[config.mk]
export PLATFORM = sky130hd
export DESIGN_NAME = sbabt_top
export DESIGN_NICKNAME = d
export VERILOG_FILES = /design/src/hw/sbabt_pkg.sv /design/src/hw/sbabt_top.sv
export SDC_FILE = /design/constraint.sdc
export NUM_CORES = 1
export LEC_CHECK = 0
export BUFFER_PORTS_ARGS = -buffer_cell sky130_fd_sc_hd__buf_4
export CAP_MARGIN = 15
export CORE_UTILIZATION = 50
export DETAILED_ROUTE_END_ITERATION = 7
export GPL_TIMING_DRIVEN = 0
export PLACE_DENSITY = 0.78
export SYNTH_ARGS = -nofsm -noshare
export SYNTH_HDL_FRONTEND = slang
export SYNTH_SLANG_ARGS = --single-unit
[constraint.sdc]
create_clock -name aclk -period 2.3 [get_ports aclk]
set_input_delay 0.23 -clock aclk [delete_from_list [all_inputs] [get_ports aclk]]
set_output_delay 0.23 -clock aclk [all_outputs]
set_load 0.1 [all_outputs]
[src/hw/sbabt_pkg.sv]
// Constants, field layout and types of the serial bus arbiter bit timer.
// Assumes an AXI4-Lite master with 32-bit data and a 4-bit byte address.

package sbabt_pkg;

    // Register byte addresses
    localparam logic [3:0] ADDR_CTRL = 4'h0;
    localparam logic [3:0] ADDR_DATA = 4'h4;

    // Control/status bit positions
    localparam int B_AM1 = 7;
    localparam int B_LOST = 6;
    localparam int B_AM0 = 5;
    localparam int B_ACLK = 4;
    localparam int B_FIN = 3;
    localparam int B_RUN = 2;
    localparam int B_OVF = 1;
    localparam int B_MSB = 0;

    // Modes
    localparam logic [1:0] MODE_IDLE = 2'h0;
    localparam logic [1:0] MODE_MEASURE = 2'h1;
    localparam logic [1:0] MODE_ARB = 2'h2;

    // Counter and timing
    localparam logic [8:0] CNT_RST = 9'h000;
    localparam logic [8:0] CNT_MAX = 9'h1FF;
    localparam logic [8:0] SAMPLE_BUS = 9'h038;
    localparam logic [8:0] SAMPLE_PRE = 9'h008;
    localparam logic [1:0] QUARTER_LAST = 2'h3;
    localparam logic [7:0] PRE_RST = 8'h00;

    // Bus answers
    localparam logic [1:0] RESP_OKAY = 2'h0;
    localparam logic [1:0] RESP_SLVERR = 2'h2;
    localparam logic [31:0] RDATA_RST = 32'h00000000;

    typedef struct packed {
        logic [1:0] mode;
        logic aclk_sel;
    } sbabt_ctrl_t;

    typedef enum logic [1:0] {PH_WAIT, PH_COUNT, PH_DONE} sbabt_phase_t;

endpackage

[src/hw/sbabt_top.sv]
// Serial bus arbiter bit timer with its AXI4-Lite register slave.
// Assumes receive and transmit signals synchronous to aclk; crystal tick
// is a one-cycle enable pulse; the strap is static after reset.
//
// The register offsets and the AXI4-Lite slave port were decided locally.
`timescale 1ns/1ps

module sbabt_top
(
    input wire logic aclk,
    input wire logic aresetn,
    input wire logic [3:0] s_axi_awaddr,
    input wire logic s_axi_awvalid,
    output logic s_axi_awready,
    input wire logic [31:0] s_axi_wdata,
    input wire logic [3:0] s_axi_wstrb,
    input wire logic s_axi_wvalid,
    output logic s_axi_wready,
    output logic [1:0] s_axi_bresp,
    output logic s_axi_bvalid,
    input wire logic s_axi_bready,
    input wire logic [3:0] s_axi_araddr,
    input wire logic s_axi_arvalid,
    output logic s_axi_arready,
    output logic [31:0] s_axi_rdata,
    output logic [1:0] s_axi_rresp,
    output logic s_axi_rvalid,
    input wire logic s_axi_rready,
    input wire logic rxd,
    input wire logic internal_transmit_output,
    input wire logic crystal_clock_tick,
    input wire logic baud_source_select,
    input wire logic [7:0] prescaler_divisor,
    output logic tx_pin
);

    function automatic logic addr_ok(input logic [3:0] a);
        addr_ok = (a == sbabt_pkg::ADDR_CTRL) || (a == sbabt_pkg::ADDR_DATA);
    endfunction

    sbabt_pkg::sbabt_ctrl_t ctrl;
    sbabt_pkg::sbabt_phase_t phase;
    sbabt_pkg::sbabt_phase_t next_phase;
    logic [8:0] cnt;
    logic fin;
    logic ovf;
    logic lost;
    logic sampled;
    logic rx_low_seen;
    logic rx_q;
    logic tx_q;
    logic src_sel;
    logic strap_done;
    logic [7:0] pre_cnt;
    logic aw_have;
    logic w_have;
    logic [3:0] aw_addr_q;
    logic [31:0] w_data_q;
    logic w_lane0_q;

    ////////////////////////////////////////////////////////////////////////
    // Decode and events

    logic meas;
    logic arb;
    logic rx_fall;
    logic rx_rise;
    logic tx_rise;
    logic tx_fall;
    logic wr_do;
    logic wr;
    logic wr_clr_lost;
    logic start;
    logic stop;
    logic arb_abort;
    logic cnt_clear;
    logic cnt_inc;
    logic tick;
    logic pre_tick;
    logic src_en;
    logic [8:0] target;
    logic sample_hit;
    logic [1:0] quarter_tick;
    logic [1:0] div_en;

    assign meas = ctrl.mode == sbabt_pkg::MODE_MEASURE;
    assign arb = ctrl.mode == sbabt_pkg::MODE_ARB;
    assign rx_fall = rx_q && !rxd;
    assign rx_rise = !rx_q && rxd;
    assign tx_rise = !tx_q && internal_transmit_output;
    assign tx_fall = tx_q && !internal_transmit_output;
    assign wr_do = aw_have && w_have && !s_axi_bvalid;
    assign wr = wr_do && w_lane0_q && (aw_addr_q == sbabt_pkg::ADDR_CTRL);
    assign wr_clr_lost = wr && !w_data_q[sbabt_pkg::B_AM1];

    // Measurement start and stop conditions
    assign start = ctrl.aclk_sel ? !rxd : rx_fall;
    assign stop = meas && (phase == sbabt_pkg::PH_COUNT)
        && (ctrl.aclk_sel ? rx_rise : rx_fall);

    assign arb_abort = arb && (phase == sbabt_pkg::PH_COUNT) && tx_fall
        && !rx_low_seen;

    assign cnt_clear = !(meas || arb) || wr || (arb && tx_rise) || arb_abort
        || (meas && phase == sbabt_pkg::PH_WAIT);
    assign cnt_inc = !cnt_clear && !stop && tick
        && (phase == sbabt_pkg::PH_COUNT);

    assign target = ctrl.aclk_sel ? sbabt_pkg::SAMPLE_PRE
        : sbabt_pkg::SAMPLE_BUS;
    assign sample_hit = arb && (phase == sbabt_pkg::PH_COUNT)
        && (cnt == target) && !sampled && !rxd;

    ////////////////////////////////////////////////////////////////////////
    // Counter clock enables

    always_ff @(posedge aclk)
    begin
        if (!aresetn)
        begin
            src_sel <= 1'b0;
            strap_done <= 1'b0;
        end
        else if (!strap_done)
        begin
            src_sel <= baud_source_select;
            strap_done <= 1'b1;
        end
    end

    assign src_en = src_sel ? crystal_clock_tick : 1'b1;
    // Compare with >= so a smaller divisor never sends the count round 256
    assign pre_tick = src_en && (pre_cnt >= prescaler_divisor);

    always_ff @(posedge aclk)
    begin
        if (!aresetn)
            pre_cnt <= sbabt_pkg::PRE_RST;
        else if (pre_tick)
            pre_cnt <= sbabt_pkg::PRE_RST;
        else if (src_en)
            pre_cnt <= pre_cnt + 8'h01;
    end

    assign div_en = {pre_tick, 1'b1};

    genvar gi;
    generate
        for (gi = 0; gi < 2; gi++)
        begin : g_quarter
            logic [1:0] q;
            always_ff @(posedge aclk)
            begin
                if (!aresetn)
                    q <= 2'h0;
                else if (div_en[gi])
                    q <= q + 2'h1;
            end
            assign quarter_tick[gi] = div_en[gi]
                && (q == sbabt_pkg::QUARTER_LAST);
        end
    endgenerate

    assign tick = ctrl.aclk_sel ? quarter_tick[1] : quarter_tick[0];

    ////////////////////////////////////////////////////////////////////////
    // Phase machine

    always_comb
    begin
        next_phase = phase;
        if (!(meas || arb) || wr)
            next_phase = sbabt_pkg::PH_WAIT;
        else if (arb)
        begin
            if (tx_rise)
                next_phase = sbabt_pkg::PH_COUNT;
            else if (arb_abort)
                next_phase = sbabt_pkg::PH_WAIT;
        end
        else
        begin
            case (phase)
                sbabt_pkg::PH_WAIT:
                    if (start)
                        next_phase = sbabt_pkg::PH_COUNT;
                sbabt_pkg::PH_COUNT:
                    if (stop)
                        next_phase = sbabt_pkg::PH_DONE;
                sbabt_pkg::PH_DONE:
                    next_phase = sbabt_pkg::PH_DONE;
                default:
                    next_phase = sbabt_pkg::PH_WAIT;
            endcase
        end
    end

    always_ff @(posedge aclk)
    begin
        if (!aresetn)
            phase <= sbabt_pkg::PH_WAIT;
        else
            phase <= next_phase;
    end

    ////////////////////////////////////////////////////////////////////////
    // Counter and flags

    always_ff @(posedge aclk)
    begin
        if (!aresetn)
            cnt <= sbabt_pkg::CNT_RST;
        else if (cnt_clear)
            cnt <= sbabt_pkg::CNT_RST;
        else if (cnt_inc)
            cnt <= cnt + 9'h001;
    end

    always_ff @(posedge aclk)
    begin
        if (!aresetn)
        begin
            ovf <= 1'b0;
            fin <= 1'b0;
            lost <= 1'b0;
        end
        else
        begin
            if (cnt_inc && cnt == sbabt_pkg::CNT_MAX)
                ovf <= 1'b1;
            else if (wr)
                ovf <= 1'b0;
            if (stop)
                fin <= 1'b1;
            else if (wr)
                fin <= 1'b0;
            if (sample_hit)
                lost <= 1'b1;
            else if (wr_clr_lost)
                lost <= 1'b0;
        end
    end

    always_ff @(posedge aclk)
    begin
        if (!aresetn)
        begin
            sampled <= 1'b0;
            rx_low_seen <= 1'b0;
        end
        else if (tx_rise || !arb)
        begin
            sampled <= 1'b0;
            rx_low_seen <= 1'b0;
        end
        else
        begin
            if (phase == sbabt_pkg::PH_COUNT && cnt == target)
                sampled <= 1'b1;
            if (!rxd)
                rx_low_seen <= 1'b1;
        end
    end

    always_ff @(posedge aclk)
    begin
        if (!aresetn)
        begin
            rx_q <= 1'b1;
            tx_q <= 1'b1;
            tx_pin <= 1'b1;
        end
        else
        begin
            rx_q <= rxd;
            tx_q <= internal_transmit_output;
            tx_pin <= lost || internal_transmit_output;
        end
    end

    ////////////////////////////////////////////////////////////////////////
    // Control register

    always_ff @(posedge aclk)
    begin
        if (!aresetn)
        begin
            ctrl.mode <= sbabt_pkg::MODE_IDLE;
            ctrl.aclk_sel <= 1'b0;
        end
        else if (wr)
        begin
            ctrl.mode <= {w_data_q[sbabt_pkg::B_AM1],
                w_data_q[sbabt_pkg::B_AM0]};
            ctrl.aclk_sel <= w_data_q[sbabt_pkg::B_ACLK];
        end
    end

    ////////////////////////////////////////////////////////////////////////
    // AXI4-Lite write path

    always_ff @(posedge aclk)
    begin
        if (!aresetn)
        begin
            aw_have <= 1'b0;
            w_have <= 1'b0;
            aw_addr_q <= 4'h0;
            w_data_q <= sbabt_pkg::RDATA_RST;
            w_lane0_q <= 1'b0;
            s_axi_awready <= 1'b1;
            s_axi_wready <= 1'b1;
            s_axi_bvalid <= 1'b0;
            s_axi_bresp <= sbabt_pkg::RESP_OKAY;
        end
        else
        begin
            if (s_axi_awvalid && s_axi_awready)
            begin
                aw_have <= 1'b1;
                aw_addr_q <= s_axi_awaddr;
                s_axi_awready <= 1'b0;
            end
            if (s_axi_wvalid && s_axi_wready)
            begin
                w_have <= 1'b1;
                w_data_q <= s_axi_wdata;
                w_lane0_q <= s_axi_wstrb[0];
                s_axi_wready <= 1'b0;
            end
            if (wr_do)
            begin
                aw_have <= 1'b0;
                w_have <= 1'b0;
                s_axi_bvalid <= 1'b1;
                s_axi_bresp <= addr_ok(aw_addr_q) ? sbabt_pkg::RESP_OKAY
                    : sbabt_pkg::RESP_SLVERR;
            end
            if (s_axi_bvalid && s_axi_bready)
            begin
                s_axi_bvalid <= 1'b0;
                s_axi_awready <= 1'b1;
                s_axi_wready <= 1'b1;
            end
        end
    end

    ////////////////////////////////////////////////////////////////////////
    // AXI4-Lite read path

    always_ff @(posedge aclk)
    begin
        if (!aresetn)
        begin
            s_axi_arready <= 1'b1;
            s_axi_rvalid <= 1'b0;
            s_axi_rdata <= sbabt_pkg::RDATA_RST;
            s_axi_rresp <= sbabt_pkg::RESP_OKAY;
        end
        else if (s_axi_arvalid && s_axi_arready)
        begin
            s_axi_arready <= 1'b0;
            s_axi_rvalid <= 1'b1;
            s_axi_rresp <= addr_ok(s_axi_araddr) ? sbabt_pkg::RESP_OKAY
                : sbabt_pkg::RESP_SLVERR;
            s_axi_rdata <= sbabt_pkg::RDATA_RST;
            if (s_axi_araddr == sbabt_pkg::ADDR_CTRL)
                s_axi_rdata[7:0] <= {ctrl.mode[1], lost, ctrl.mode[0],
                    ctrl.aclk_sel, fin, phase == sbabt_pkg::PH_COUNT,
                    ovf, cnt[8]};
            else if (s_axi_araddr == sbabt_pkg::ADDR_DATA)
                s_axi_rdata[7:0] <= cnt[7:0];
        end
        else if (s_axi_rvalid && s_axi_rready)
        begin
            s_axi_rvalid <= 1'b0;
            s_axi_arready <= 1'b1;
        end
    end
endmodule // sbabt_top

==> summary.md <==
| Metric | Value |
|---|---|
| CTS tree | built |
| Ys flop type | dfxtp_1 |
| Critical path peak fanout | 6 |
| Final Cycle Share | 95.5% |
| Synth Area per Inst | 8.57 sq um |
| Antenna Nets Post-Route | 0 |
| DRC viols | 0 |
| Mapped cell area | 3100 sq um |
| Clk pin slew, worst setup/hold paths | 0.07 ns |
| Vias in the first global route | 2,395 |
| Max VDD drop | 0.000503 V |
| Hold WC Path Type | input pin to flop |
| First-pass GRT wire length | 10.7 mm |
| Register area share after synthesis | 39.4% |
| Starting Density | 52.1% |
| DRT Wirelength | 6.41 mm |
| Data arrival, critical path | 2.47 ns |
| Crit-path slowest cell | or4_1 |
| Ys Warns | 0 |
| Critical-path cell list | ha_2 -> o21a_1 -> nor2_1 -> o31ai_2 -> o2111ai_2 -> buf_4 -> or4_1 -> a21oi_1 |
| Gr ovfl total | 0 |
| Worst slew pin tran | 0.564 ns |
| Final Core Density | 64.5% |
| Synthesis-stage register bit count | 61 |
| Worst Skew | 0.00368 ns |
| Layout area overhead | 23.7% |
| Distinct cells, synth | 41 |
| CP startpoint kind | flop |
| CTS Buf Count | 9 |
| Ratio of cells with drive above 1 in the final layout | 23.3% |
| Maximum root-to-sink buffer count | 2 |
| Total GRT Usage | 21.5% |
| Vias per cell | 5.04 |
| CP peak stage delay | 0.49 ns |
| Root Driver | clkbuf_8 |
| Critical path required time | 2.57 ns |
| Initial antenna violation count | 0 |
| Slew Limit Fails | 0 |
| Largest net degree at the start of global routing | 11 |
| Die W | 80.8 microns |
| Htree depth | 3 |
| Routability cong. | 0.830 |
| Final setup vio count | 0 |
| Die area | 6520 sq um |
| Diode count | 0 |
| Hold WS | 0.0400 ns |
| Critical Path End Type | flop |
| LEAKAGE | 1.69 nW |
| P per Cell Area | 626 nW/um^2 |
| Final #Nets | 527 |
| Async S/R FF share, synth | 0% |
| Max Clock Freq | 455 MHz |
| Floorplan core area | 5960 sq um |
| Mapped Cells | 362 |
| Rows | 28 |
| Die height | 80.8 microns |
| Critical path class | flop to flop |
| Status | completed |
| Latest clock arrival within the worst-skew pair | 0.34 ns |
| Post-DP HPWL | 4.62 mm |
| Fin. Hold Viols | 0 |
| Total number of vias | 2,653 |
| I/O pins | 105 |
| Placement Cell Area | 3630 sq um |
| Relative slew slack | 62.4% |
| Num Clock Sinks | 61 |
| Drt first pass iters | 5 |
| Port bufs | 45 |
| First DRT Iteration DRCs | 119 |
| Drt wl/cell | 12.2 microns |
| Max Cap Violations | 0 |
| Cell area after layout | 3840 sq um |
| Post-synth EDFFs | 0 |
| Fin crit period | 2.20 ns |
## cell usage after synthesis, types with 4 or more instances
| master | number | area, sq um |
|---|---|---|
| a21boi_0 | 11 | 82.6 |
| a21oi_1 | 21 | 105 |
| buf_4 | 27 | 203 |
| clkbuf_1 | 7 | 26.3 |
| dfxtp_1 | 61 | 1220 |
| ha_1 | 18 | 225 |
| inv_1 | 22 | 82.6 |
| mux2i_1 | 15 | 150 |
| nand2_1 | 27 | 101 |
| nand2b_1 | 7 | 43.8 |
| nand3_1 | 20 | 100 |
| nand3b_1 | 5 | 37.5 |
| nand4_1 | 5 | 31.3 |
| nor2_1 | 27 | 101 |
| nor2b_1 | 16 | 100 |
| nor3_1 | 12 | 60.1 |
| o21ai_0 | 16 | 80.1 |
| or3_1 | 5 | 31.3 |
| xnor2_1 | 4 | 35.0 |
| xor2_1 | 5 | 43.8 |
## through the flow
step                      worst slack, ns  setup TNS (ns)  cells  power (W)
after global placement            -0.0564          -0.144    507    0.00161
after CTS                         -0.0218         -0.0473    525    0.00240
final                               0.104               0    526    0.00240
after floorplan                     0.221               0    387    0.00153
after detailed placement           -0.125           -1.12    507    0.00162
after global routing             -0.00922         -0.0183    526    0.00251
## flip-flops by register name, indices dropped and copies added (netlist names), 2 cells and up
name	cells
aw_addr_q	4
cnt	9
ctrl	3
g_quarter.q	4
phase	2
pre_cnt	8
s_axi_rdata	8
w_data_q	3
## critical path, delay by kind of cell (launching register included)
kind                       cells  cell delay [ns]
AOI/OAI and AO/OA              4             0.71
and+or+nand+nor                2             0.55
DFF                            1             0.35
buffers and inverters          1             0.20
adders and majority gates      1             0.31
## placed cells by master, fill, tap and decap left out, drive strengths merged, types with 4 or more instances in the layout
cell type / n
a21boi: 11
a21oi: 22
buf: 78
clkbuf: 18
clkinv: 4
conb: 26
dfxtp: 61
ha: 18
inv: 22
mux2i: 15
nand2: 27
nand2b: 7
nand3: 20
nand3b: 5
nand4: 5
nor2: 27
nor2b: 16
nor3: 12
o21ai: 16
or3: 5
xnor2: 4
xor2: 5
## metal layers
metal / part of all wire (%) / vias up / global-route usage [%]
met1: 45 / 1204 / 25.1
met3: 5.6 / 13 / 6.97
met2: 47 / 87 / 36.5
met5: 0 / - / 0
met4: 2.1 / 0 / 8.75
li1: - / 1349 / -
## timing repair
| item | in CTS | in global routing |
|---|---|---|
| gates resized for setup | 2 | 7 |
| cloned | 0 | 0 |
| buffers inserted | 2 | 1 |
| hold endpoints to repair | 0 | 0 |
| pin swaps | 3 | 3 |
| hold buffers | 0 | 0 |
| endpoints found under the setup margin | 18 | 18 |
## final timing paths
path,slack [ns],start,end,depth (start not counted)
worst min register to register,0.44,g_quarter[0].q[0],g_quarter[0].q[0],1
worst max-delay path,0.10,pre_cnt[2],cnt[7],8
worst min-delay path,0.04,aresetn,strap_done,1
worst max register to register,0.10,pre_cnt[2],cnt[7],8
## logic make-up (layout without fill, tap and decap cells)
kind of cell,count (synthesis),after routing,share of synthesized area (%)
other cells,1,26,0.121
buf+inv,59,123,10.5
compound gates,63,63,13.0
fa+ha+maj,18,18,7.26
mux,15,15,4.84
flops,61,61,39.4
xor+xnor,9,9,2.54
simple gates,136,136,22.4
## final cells by class
cell class	count	area, sq um
fillers	543	2120
multi-input cells	267	1680
flip-flops and latches	61	1230
repair buffers	48	360
plain buffers	37	243
clock buffers	11	131
well taps	75	93.8
inverters	22	82.6
clock inverters	5	27.5
## report_power, final
group / internal [W] / total (W) / switching (W)
sequential: 0.00109 / 0.00112 / 0.0000257
clock: 0.000383 / 0.000790 / 0.000407
combinational: 0.000141 / 0.000497 / 0.000356
total: 0.00162 / 0.00240 / 0.000788
No activity file was read; power rests on OpenSTA's default activity.
